$ cat config.mk
export PLATFORM = sky130hd
export DESIGN_NAME = ssf_frame_engine
export DESIGN_NICKNAME = d
export VERILOG_FILES = /design/src/hdl/ssf_pkg.sv /design/src/hdl/ssf_sync2.sv /design/src/hdl/ssf_frame_engine.sv
export VERILOG_INCLUDE_DIRS = /design/src /design/src/hdl
export SDC_FILE = /design/constraint.sdc
export NUM_CORES = 1
export LEC_CHECK = 0
export BUFFER_PORTS_ARGS = -buffer_cell sky130_fd_sc_hd__buf_2
export CORE_UTILIZATION = 54
export DETAILED_ROUTE_END_ITERATION = 8
export GPL_TIMING_DRIVEN = 0
export PLACE_DENSITY = 0.73
export SYNTH_ARGS = -nofsm -noshare
export SYNTH_HDL_FRONTEND = slang
export SYNTH_SLANG_ARGS = --single-unit
$ cat constraint.sdc
create_clock -name clk -period 5.3 [get_ports clk]
set_input_delay 1.06 -clock clk [delete_from_list [all_inputs] [get_ports clk]]
set_output_delay 1.06 -clock clk [all_outputs]
set_load 0.02 [all_outputs]
$ cat src/hdl/ssf_cfg.svh
`ifndef SSF_CFG_SVH
`define SSF_CFG_SVH
// Overview of operation
// - Frames of 4 to 16 bits, MSB first
// - Frame-pulse, SPI and half-duplex framings selectable
// - Serial clock idles inactive, toggles only in frames
// - Idle clock plus unread receive data raises timeout
// - SPI/half-duplex select low throughout each frame
// - Frame-pulse select high one period before frame
// - Frame-pulse drives on rising, samples on falling
// - Half-duplex: 8-bit command, wait, 4-16 reply bits
// - Frame-pulse idle: clock, select low, transmit floating
// - Frame-pulse: pulse select, load shifter, MSB next rise
// - Frame-pulse: receive word pushed on following rise
// - SPI clock rests at polarity bit level
// - Phase bit picks first or second capture edge
// - SPI idle: select high, transmit low, clock pad
// - SPI master start: select low, transmit pad on
// - Polarity0 phase0: data half period, then clock
// - Select returns high one period after last capture
// - Phase0 back-to-back: select pulses high between words
// - Phase1: data and first edge half period in
// - Phase1 back-to-back: select stays low between words
// - Polarity1 phase0: clock falls first, same timing

`define SSF_FMT_PULSE 2'h0
`define SSF_FMT_SPI 2'h1
`define SSF_FMT_HALFDUP 2'h2
`define SSF_SIZE_MIN_M1 4'h3
`define SSF_CTRL_BITS 8
`define SSF_MW_CTRL_LAST_H 6'h0E
`define SSF_MW_TX_OFF_H 6'h10
`define SSF_MW_FIRST_CAP_H 6'h13
`define SSF_MW_TAIL_H 6'h13
`define SSF_MW_WIN_TAIL 6'h12
`define SSF_MW_CAP_TAIL 6'h11
`define SSF_SPI_TAIL_H 6'h02
`define SSF_HALF_DIV 4
`define SSF_RX_TIMEOUT_CYC 64
`endif

$ cat src/hdl/ssf_pkg.sv
package ssf_pkg;
   typedef enum logic [1:0] {
      ST_IDLE,
      ST_RUN,
      ST_GAP
   } ssf_state_t;
endpackage

$ cat src/hdl/ssf_sync2.sv
`timescale 1ns/1ps
module ssf_sync2 #(
   parameter int WIDTH = 3
) (
   // System
   input wire logic clk,
   input wire logic resetn,
   // Crossing
   input wire logic [WIDTH-1:0] asyncIn,
   output logic [WIDTH-1:0] syncOut
);
   logic [WIDTH-1:0] stage1_reg;

   always_ff @(posedge clk or negedge resetn) begin
      if (!resetn) begin
         stage1_reg <= '0;
         syncOut <= '0;
      end else begin
         stage1_reg <= asyncIn;
         syncOut <= stage1_reg;
      end
   end
endmodule

$ cat src/hdl/ssf_frame_engine.sv
`timescale 1ns/1ps
`include "ssf_cfg.svh"
module ssf_frame_engine import ssf_pkg::*; #(
   parameter int HALF_DIV = `SSF_HALF_DIV,
   parameter int TIMEOUT_CYC = `SSF_RX_TIMEOUT_CYC
) (
   // System
   input wire logic clk,
   input wire logic resetn,
   // Configuration
   input wire logic enable,
   input wire logic masterMode,
   input wire logic [1:0] frameFormat,
   input wire logic clockPolarityBit,
   input wire logic clockPhaseBit,
   input wire logic [3:0] dataSizeMinus1,
   // Transmit FIFO side
   input wire logic txValid,
   input wire logic [15:0] txData,
   output logic txPop,
   // Receive FIFO side
   output logic rxPush,
   output logic [15:0] rxWord,
   input wire logic rxFifoNotEmpty,
   output logic rxTimeout,
   output logic busy,
   // Serial clock pin
   input wire logic serialClockIn,
   output logic serialClockOut,
   output logic serialClockOe,
   // Frame select pin
   input wire logic frameSelectIn,
   output logic frameSelectOut,
   output logic frameSelectOe,
   // Data pins
   output logic serialTransmitOut,
   output logic serialTransmitOe,
   input wire logic serialReceiveIn
);
   localparam logic [7:0] DIV_LAST = 8'(HALF_DIV - 1);
   localparam logic [15:0] TOUT_LAST = 16'(TIMEOUT_CYC - 1);

   function automatic logic inRange(input logic [5:0] h, input logic [5:0] lo, input logic [5:0] hi);
      inRange = (h >= lo) && (h <= hi);
   endfunction

   function automatic logic [15:0] alignWord(input logic [15:0] d, input logic mw, input logic [3:0] bits);
      alignWord = mw ? {d[7:0], 8'h00} : (d << (4'hF - bits));
   endfunction

   ssf_state_t stateReg;
   logic [7:0] div_reg;
   logic [5:0] half_reg;
   logic [3:0] bits_reg;
   logic [15:0] txShift_reg;
   logic [15:0] rxShift_reg;
   logic [15:0] tout_reg;
   logic sclkPrev_reg;
   logic fssPrev_reg;
   logic [2:0] pinSync;

   // Pins cross into clk before any logic looks at them
   ssf_sync2 #(.WIDTH(3)) u_sync (
      .clk(clk),
      .resetn(resetn),
      .asyncIn({serialClockIn, frameSelectIn, serialReceiveIn}),
      .syncOut(pinSync)
   );

   wire logic sclkSync = pinSync[2];
   wire logic fssSync = pinSync[1];
   wire logic rxSync = pinSync[0];

   wire logic isTi = (frameFormat == `SSF_FMT_PULSE);
   wire logic isSpi = (frameFormat == `SSF_FMT_SPI);
   wire logic isMw = (frameFormat == `SSF_FMT_HALFDUP);
   wire logic idleClk = isSpi & clockPolarityBit;
   wire logic idleFss = ~isTi;
   wire logic [3:0] bitsNow = (dataSizeMinus1 < `SSF_SIZE_MIN_M1) ? `SSF_SIZE_MIN_M1 : dataSizeMinus1;
   wire logic [5:0] nBits = 6'(bits_reg) + 6'h01;
   wire logic [5:0] twoN = 6'(nBits << 1);
   wire logic [5:0] hN = half_reg + 6'h01;
   wire logic running = (stateReg == ST_RUN);
   wire logic slaveEdge = sclkSync ^ sclkPrev_reg;
   wire logic tick = (stateReg != ST_IDLE) & (masterMode ? (div_reg == DIV_LAST) : slaveEdge);
   wire logic [5:0] endH = isMw ? twoN + `SSF_MW_TAIL_H : twoN + `SSF_SPI_TAIL_H;
   wire logic endHit = masterMode & running & tick & (hN == endH);
   wire logic needGap = isSpi & ~clockPhaseBit;

   // Clock toggles only inside the frame window
   wire logic inWin = isTi ? inRange(hN, 6'h00, twoN + 6'h01) :
                      isMw ? inRange(hN, 6'h01, twoN + `SSF_MW_WIN_TAIL) :
                      clockPhaseBit ? inRange(hN, 6'h01, twoN) : inRange(hN, 6'h02, twoN + 6'h01);
   wire logic toggle = masterMode & running & tick & inWin;

   // Drive and capture points, counted in half periods from frame start
   wire logic emit = running & tick & (isSpi ? (hN[0] & (hN < twoN)) :
                     isTi ? (~hN[0] & inRange(hN, 6'h02, twoN)) :
                     (~hN[0] & inRange(hN, 6'h02, `SSF_MW_CTRL_LAST_H)));
   wire logic capture = running & tick & (isSpi ? (~hN[0] & inRange(hN, 6'h02, twoN)) :
                        isTi ? (hN[0] & inRange(hN, 6'h03, twoN + 6'h01)) :
                        (hN[0] & inRange(hN, `SSF_MW_FIRST_CAP_H, twoN + `SSF_MW_CAP_TAIL)));
   wire logic gapDone = (stateReg == ST_GAP) & tick & (hN == 6'h02);

   wire logic masterStart = masterMode & enable & txValid &
                            ((stateReg == ST_IDLE) | (endHit & ~needGap) | gapDone);
   wire logic slaveFall = ~masterMode & isSpi & enable & (stateReg == ST_IDLE) & fssPrev_reg & ~fssSync;
   wire logic slaveRise = ~masterMode & running & fssSync;
   wire logic [3:0] bitsLoad = masterStart | slaveFall ? bitsNow : bits_reg;
   // An empty FIFO in slave mode sends zeros rather than stale data
   wire logic [15:0] loadWord = (masterStart | txValid) ? alignWord(txData, isMw, bitsNow) : 16'h0000;
   wire logic emitNow = (masterStart & isMw) | (slaveFall & ~clockPhaseBit);
   wire logic [15:0] rxShiftNext = capture ? {rxShift_reg[14:0], rxSync} : rxShift_reg;
   wire logic [15:0] rxMask = 16'((17'h00001 << nBits) - 17'h00001);
   wire logic pushNow = masterMode ? endHit : (capture & (hN == twoN));

   assign txPop = masterStart | (slaveFall & txValid);
   assign busy = (stateReg != ST_IDLE);

   always_ff @(posedge clk or negedge resetn) begin
      if (!resetn) begin
         stateReg <= ST_IDLE;
         half_reg <= 6'h00;
         div_reg <= 8'h00;
      end else if (!enable || slaveRise) begin
         stateReg <= ST_IDLE;
         half_reg <= 6'h00;
         div_reg <= 8'h00;
      end else if (masterStart) begin
         stateReg <= ST_RUN;
         half_reg <= 6'h00;
         div_reg <= 8'h00;
      end else if (slaveFall) begin
         stateReg <= ST_RUN;
         half_reg <= clockPhaseBit ? 6'h00 : 6'h01;
         div_reg <= 8'h00;
      end else begin
         case (stateReg)
            ST_IDLE: begin
               div_reg <= 8'h00;
            end
            ST_RUN: begin
               div_reg <= (div_reg == DIV_LAST) ? 8'h00 : div_reg + 8'h01;
               if (endHit) begin
                  stateReg <= (needGap & txValid) ? ST_GAP : ST_IDLE;
                  half_reg <= 6'h00;
               end else if (tick) begin
                  half_reg <= hN;
               end
            end
            ST_GAP: begin
               div_reg <= (div_reg == DIV_LAST) ? 8'h00 : div_reg + 8'h01;
               if (gapDone) begin
                  stateReg <= ST_IDLE;
               end else if (tick) begin
                  half_reg <= hN;
               end
            end
            default: begin
               stateReg <= ST_IDLE;
            end
         endcase
      end
   end

   // Serial clock: idle level, frame-pulse start edge, then window toggles
   always_ff @(posedge clk or negedge resetn) begin
      if (!resetn) begin
         serialClockOut <= 1'b0;
         serialClockOe <= 1'b0;
      end else begin
         serialClockOe <= masterMode;
         if (masterStart & isTi) begin
            serialClockOut <= 1'b1;
         end else if (stateReg == ST_IDLE || stateReg == ST_GAP) begin
            serialClockOut <= idleClk;
         end else if (toggle) begin
            serialClockOut <= ~serialClockOut;
         end
      end
   end

   // Frame select is output only as master
   always_ff @(posedge clk or negedge resetn) begin
      if (!resetn) begin
         frameSelectOut <= 1'b0;
         frameSelectOe <= 1'b0;
      end else begin
         frameSelectOe <= masterMode;
         if (masterStart) begin
            frameSelectOut <= isTi;
         end else if (tick & running & isTi & (hN == 6'h02)) begin
            frameSelectOut <= 1'b0;
         end else if (endHit) begin
            frameSelectOut <= (needGap & txValid) ? 1'b1 : idleFss;
         end else if (stateReg == ST_IDLE || gapDone) begin
            frameSelectOut <= idleFss;
         end
      end
   end

   // Transmit shifter and pad
   always_ff @(posedge clk or negedge resetn) begin
      if (!resetn) begin
         txShift_reg <= 16'h0000;
         serialTransmitOut <= 1'b0;
         serialTransmitOe <= 1'b0;
         bits_reg <= `SSF_SIZE_MIN_M1;
      end else begin
         bits_reg <= bitsLoad;
         if (masterStart | slaveFall) begin
            txShift_reg <= emitNow ? 16'(loadWord << 1) : loadWord;
            serialTransmitOut <= emitNow & loadWord[15];
            serialTransmitOe <= 1'b1;
         end else if (emit) begin
            txShift_reg <= 16'(txShift_reg << 1);
            serialTransmitOut <= txShift_reg[15];
         end else if (running & tick & isMw & (hN == `SSF_MW_TX_OFF_H)) begin
            serialTransmitOut <= 1'b0;
         end else if (stateReg == ST_IDLE) begin
            serialTransmitOut <= 1'b0;
            // Frame-pulse floats; slave releases for shared buses
            serialTransmitOe <= masterMode & ~isTi;
         end
      end
   end

   // Receive shifter, word hand-off and timeout
   always_ff @(posedge clk or negedge resetn) begin
      if (!resetn) begin
         rxShift_reg <= 16'h0000;
         rxWord <= 16'h0000;
         rxPush <= 1'b0;
         sclkPrev_reg <= 1'b0;
         fssPrev_reg <= 1'b1;
         tout_reg <= 16'h0000;
         rxTimeout <= 1'b0;
      end else begin
         sclkPrev_reg <= sclkSync;
         fssPrev_reg <= fssSync;
         rxShift_reg <= rxShiftNext;
         rxPush <= pushNow;
         if (pushNow) begin
            rxWord <= rxShiftNext & rxMask;
         end
         if ((stateReg == ST_IDLE) && rxFifoNotEmpty) begin
            if (tout_reg != TOUT_LAST) begin
               tout_reg <= tout_reg + 16'h0001;
            end
            rxTimeout <= (tout_reg == TOUT_LAST);
         end else begin
            tout_reg <= 16'h0000;
            rxTimeout <= 1'b0;
         end
      end
   end

   logic [7:0] fssHigh_reg;
   always_ff @(posedge clk or negedge resetn) begin
      if (!resetn) begin
         fssHigh_reg <= 8'h00;
      end else begin
         fssHigh_reg <= frameSelectOut ? fssHigh_reg + 8'h01 : 8'h00;
      end
   end
endmodule

After elaboration in Yosys (flattened, before gate mapping) --
Index checks and enable logic that the tools add are counted.
Word-level totals: bits in registers 99, bits of input ports 33, output and inout port bits 26
Cells by class: $add $sub $neg 11, $lt $le $gt $ge 12, equality and inequality tests 18, shift operators 2, mux-type cells 56, bitwise gates (word level) 55, reduce and logical (&&, ||, !) cells 27
Operator list (number):
- $mux 16 | 8
- $mux 6 | 7
- $and 1x1->1 | 40
- $mux 8 | 4
- $mux 1 | 27
- $le 6x6->1 | 4
- $add 6x5->6 const B | 3
- $add 16x1->16 const B | 1
- $and 16x16->16 | 1
- $eq 16x6->1 const B | 1
- $ne 16x6->1 const B | 1
- $pmux 8 s2 | 1
- $shl 1x5->16 const A | 1
- $shl 16x4->16 | 1
- $sub 16x1->16 const B | 1
- $add 6x1->6 const B | 2
- $eq 6x6->1 | 2
- $ge 6x1->1 const B | 2
- $ge 6x2->1 const B | 2
- $mux 2 | 6
- $pmux 6 s2 | 1
- $ne 5x5->1 const B | 2
- $reduce_bool 5->1 | 2
- $logic_and 1x1->1 | 9
- other kinds (31) | 52

Logic depth before layout (Yosys ltp) --
word-level depth 13, depth in mapped cells 17

Hierarchy --
From an unflattened synthesis, not the netlist that was laid out.
Second synthesis, totals: cells, all modules 793, area, all modules 7186.9 um^2
By module, submodules not included:
- ssf_frame_engine | times used 1, cells each 787, area each 7036.7 um^2
- ssf_sync2 | times used 1, cells each 6, area each 150.1 um^2

Least setup slack after synthesis --
No wires, ideal clock.
path kind flip-flop to output port, start point register half_reg[0], end point output port txPop, arrival time 3169 ps, data required time 4240 ps, slack 1071 ps, cell stages (with the launch flop) 13, path through dfrtp_1 -> buf_2 -> clkbuf_1 -> inv_1 -> ha_1 -> inv_1 -> ha_1 -> nand2b_1 -> or4_1 -> nor4_1 -> a21oi_1 -> nand2_1 -> and2_1
On the way: word-level cells in the longest chain between the ends 8, elaborated cells between the ends (all ways) 10, classes of those cells add/sub (1); eq/ne (2); bitwise (7)
Ends and longest elaborated chain:
- from (decl) | line ssf_frame_engine.sv:53 | logic [5:0] half_reg;
- from (signal assigned) | line ssf_frame_engine.sv:135 | half_reg <= clockPhaseBit ? 6'h00 : 6'h01;
- from (signal assigned) | line ssf_frame_engine.sv:148 | half_reg <= hN;
- from (signal assigned) | line ssf_frame_engine.sv:156 | half_reg <= hN;
- $add 6x1->6 (*) | line ssf_frame_engine.sv:82 | wire logic [5:0] hN = half_reg + 6'h01;
- $eq 6x6->1 | line ssf_frame_engine.sv:87 | wire logic endHit = masterMode & running & tick & (hN == endH);
- $and 1x1->1 | line ssf_frame_engine.sv:87
- $and 1x1->1 | line ssf_frame_engine.sv:106 | ((stateReg == ST_IDLE) | (endHit & ~needGap) | gapDone);
- $or 1x1->1 | line ssf_frame_engine.sv:106
- $or 1x1->1 (*) | line ssf_frame_engine.sv:106
- $and 1x1->1 (*) | line ssf_frame_engine.sv:105 | wire logic masterStart = masterMode & enable & txValid &
- $or 1x1->1 (*) | line ssf_frame_engine.sv:117 | assign txPop = masterStart | (slaveFall & txValid);
- to (decl) | line ssf_frame_engine.sv:20 | output logic txPop,
Every way passes the cells marked *; elsewhere a longest branch is shown, timed or not.

Worst setup path after layout --
Same ends and word-level chain as after synthesis.

==> run metrics <==
status=finished, final reports clean; period utilisation layout=0.944; kind of critical path=flip-flop to output port; share of layout cells above drive strength 1=0.175; setup tns final=0 ns; dpl hpwl=13.3 mm; routed length per instance=17.2 um; Post-Route Skew=0.00875 ns; die footprint=0.0135 mm^2; Port Buf Inserts=56; VDD IR-drop max=0.162 mV; largest net degree at the start of global routing=54; Yosys reg bits=99; Final nets=912; Max Cap Violations=0; Final min period=5.00 ns; Routed Antenna Nets=0; ys async rst share=1.00; min-delay worst type=flip-flop to flip-flop; ant diodes=0; Routed WL=17.6 mm; vias in the first global route=6066; RSZ-0062 raised after global routing=false; Mapped Area=0.00704 mm^2; detailed router's first-iteration violation count=493; area added between synthesis and finish=12.2%; Worst R2R Path Depth=16; GRT Overall Usage=0.273; Synth Instances=785; # hold bufs at CTS=0; Die W=116 um; Finished Cell Area=0.00790 mm^2; Tightest Pin Transition=0.869 ns; Vias=6353; Critical Path AT=3.94 ns; critical path fanouts, max=17; Slew Viols, Final=0; syn_nets=846; Pwr Total=2.15 mW; Clk pin slew, worst setup/hold paths=0.07 ns; Area after DPL=0.00757 mm^2; CTS tree=done; initial antenna violation count=0; Main synth FF type=dfrtp_1; Die Height=116 um; Pwr per Cell Area=272 mW/mm^2; via density per instance=6.18; placed cell count=1014; global route total overflow=0; EDFF count, synth=0; Finished Layout Cells=1028; fmax=0.200 GHz; First-pass DRT Iterations=6; Syn Area/Cell=8.97 um^2; Hold Slack=0.351 ns; Num CTS Buffers=9; Slew HR=0.419; worst path required time=4.24 ns; IO Pins=59; leakage=3.64 nW; Clock Sinks=99; Core ar.=0.0127 mm^2; CTS Root Cell=clkbuf_16; nature of the critical path startpoint=flip-flop; final setup fails=0; Final Hold Viols=0; Worst-Skew Late Latency=0.36 ns; GPL Wtd Cong=0.919; Clock Path Buffers=2; H-tree depth=3; CP Capture Type=output port; Rows=41; synth warn=0; number of stages on the worst hold path=0; Initial Utilization=0.556; sequential element share of the synthesized area=0.352; setup repair bufs after CTS=0; DRC=0; first-pass GRT wire length=28.9 mm; Netlist cell types=78
[power breakdown]
group	internal (mW)	leakage, nW	total (mW)	switching [mW]
registers	0.790	1.25	0.816	0.0257
clock network	0.423	0.165	0.738	0.316
logic	0.220	2.23	0.592	0.372
[per-layer routing]
layer  routed length, um  GRT usage
met1                7790      0.360
met2                8380      0.444
met4                 562      0.132
met3                 906     0.0394
met5                   0          0
[worst max-delay path, stage by stage, from the launching register on]
cell and delay (ns):
dfrtp_1 0.37, buf_2 0.33, inv_1 0.19, ha_1 0.41, inv_1 0.11, ha_1 0.33
nand2b_1 0.20, or4_1 0.59, nor4_2 0.34, a21oi_1 0.11, nand2_1 0.26, and2_1 0.19
buf_2 0.16
[final timing paths]
check,from,to,slack (ns)
max,half_reg[0],txPop,0.30
min,u_sync.stage1_reg[1],u_sync.syncOut[1],0.35
max reg2reg,half_reg[0],rxWord[13],0.58
min reg2reg,u_sync.stage1_reg[1],u_sync.syncOut[1],0.35
max in group asynchronous,resetn,bits_reg[1],3.87
min in group asynchronous,resetn,rxPush,0.71
[kinds of logic (layout without fill, tap and decap cells)]
family / Yosys count / in the layout / synth area share
adder cells (fa/ha/maj): 28 / 28 / 0.0498
multiplexers: 68 / 68 / 0.108
buffers and inverters: 85 / 156 / 0.0528
AND/OR/NAND/NOR: 268 / 268 / 0.196
XOR/XNOR: 36 / 36 / 0.0490
flip-flops: 99 / 99 / 0.352
AO/OA/AOI/OAI: 201 / 201 / 0.193
[what timing repair did]
action,4_1_cts,5_1_grt
cloned,0,0
endpoints found under the setup margin,1,1
gates resized for setup,0,1
[placed cells by master, fill, tap and decap left out, drive strengths merged, types with 4 or more instances in the layout]
master,Yosys,layout
nand2,52,52
a221oi,6,6
a31oi,10,10
o21ai,49,49
nor3,14,14
nor2,68,68
nor2b,9,9
and3,13,13
nor4,11,11
o22ai,11,11
mux2,26,26
clkbuf,29,36
nand3,43,43
or2,6,6
o211ai,9,9
xor2,20,20
ha,28,28
o31ai,8,8
inv,35,37
clkinv,1,4
a21o,5,5
and2,8,8
o21bai,4,4
xnor2,16,16
a211o,4,4
dfrtp,96,96
nand2b,10,10
or3,9,9
or4,5,5
a211oi,12,12
a21oi,46,46
a22o,5,5
mux2i,39,39
buf,20,77
nand4,7,7
[metrics by stage]
step | util | setup WS, ns
final | 0.624 | 0.296
after CTS | 0.623 | 0.248
after global placement | 0.595 | 0.351
after detailed placement | 0.597 | 0.292
after global routing | 0.624 | 0.0673
after floorplan | - | 1.07
[area by class of cell]
type                            instances  area, um^2
Clock buffer                            9         225
Multi-Input combinational cell        601        4200
Fill cell                            1119        4770
Timing Repair Buffer                   57         310
Clock inverter                          7         110
Tap cell                              172         215
Sequential cell                        99        2480
Inverter                               36         135
Buffer                                 47         229
[Yosys cell counts, drive strengths merged (12+ instances only)]
| cell | instances | area share |
|---|---|---|
| nand2 | 52 | 0.028 |
| nor3 | 14 | 0.010 |
| xor2 | 20 | 0.028 |
| xnor2 | 16 | 0.021 |
| ha | 28 | 0.050 |
| o21ai | 49 | 0.035 |
| clkbuf | 29 | 0.015 |
| and3 | 13 | 0.012 |
| nand3 | 43 | 0.031 |
| inv | 35 | 0.019 |
| nor2 | 68 | 0.036 |
| a21oi | 46 | 0.033 |
| mux2 | 26 | 0.043 |
| a211oi | 12 | 0.013 |
| dfrtp | 96 | 0.34 |
| mux2i | 39 | 0.055 |
| buf | 20 | 0.018 |
Note: power is estimated with default switching activity, not from simulation.
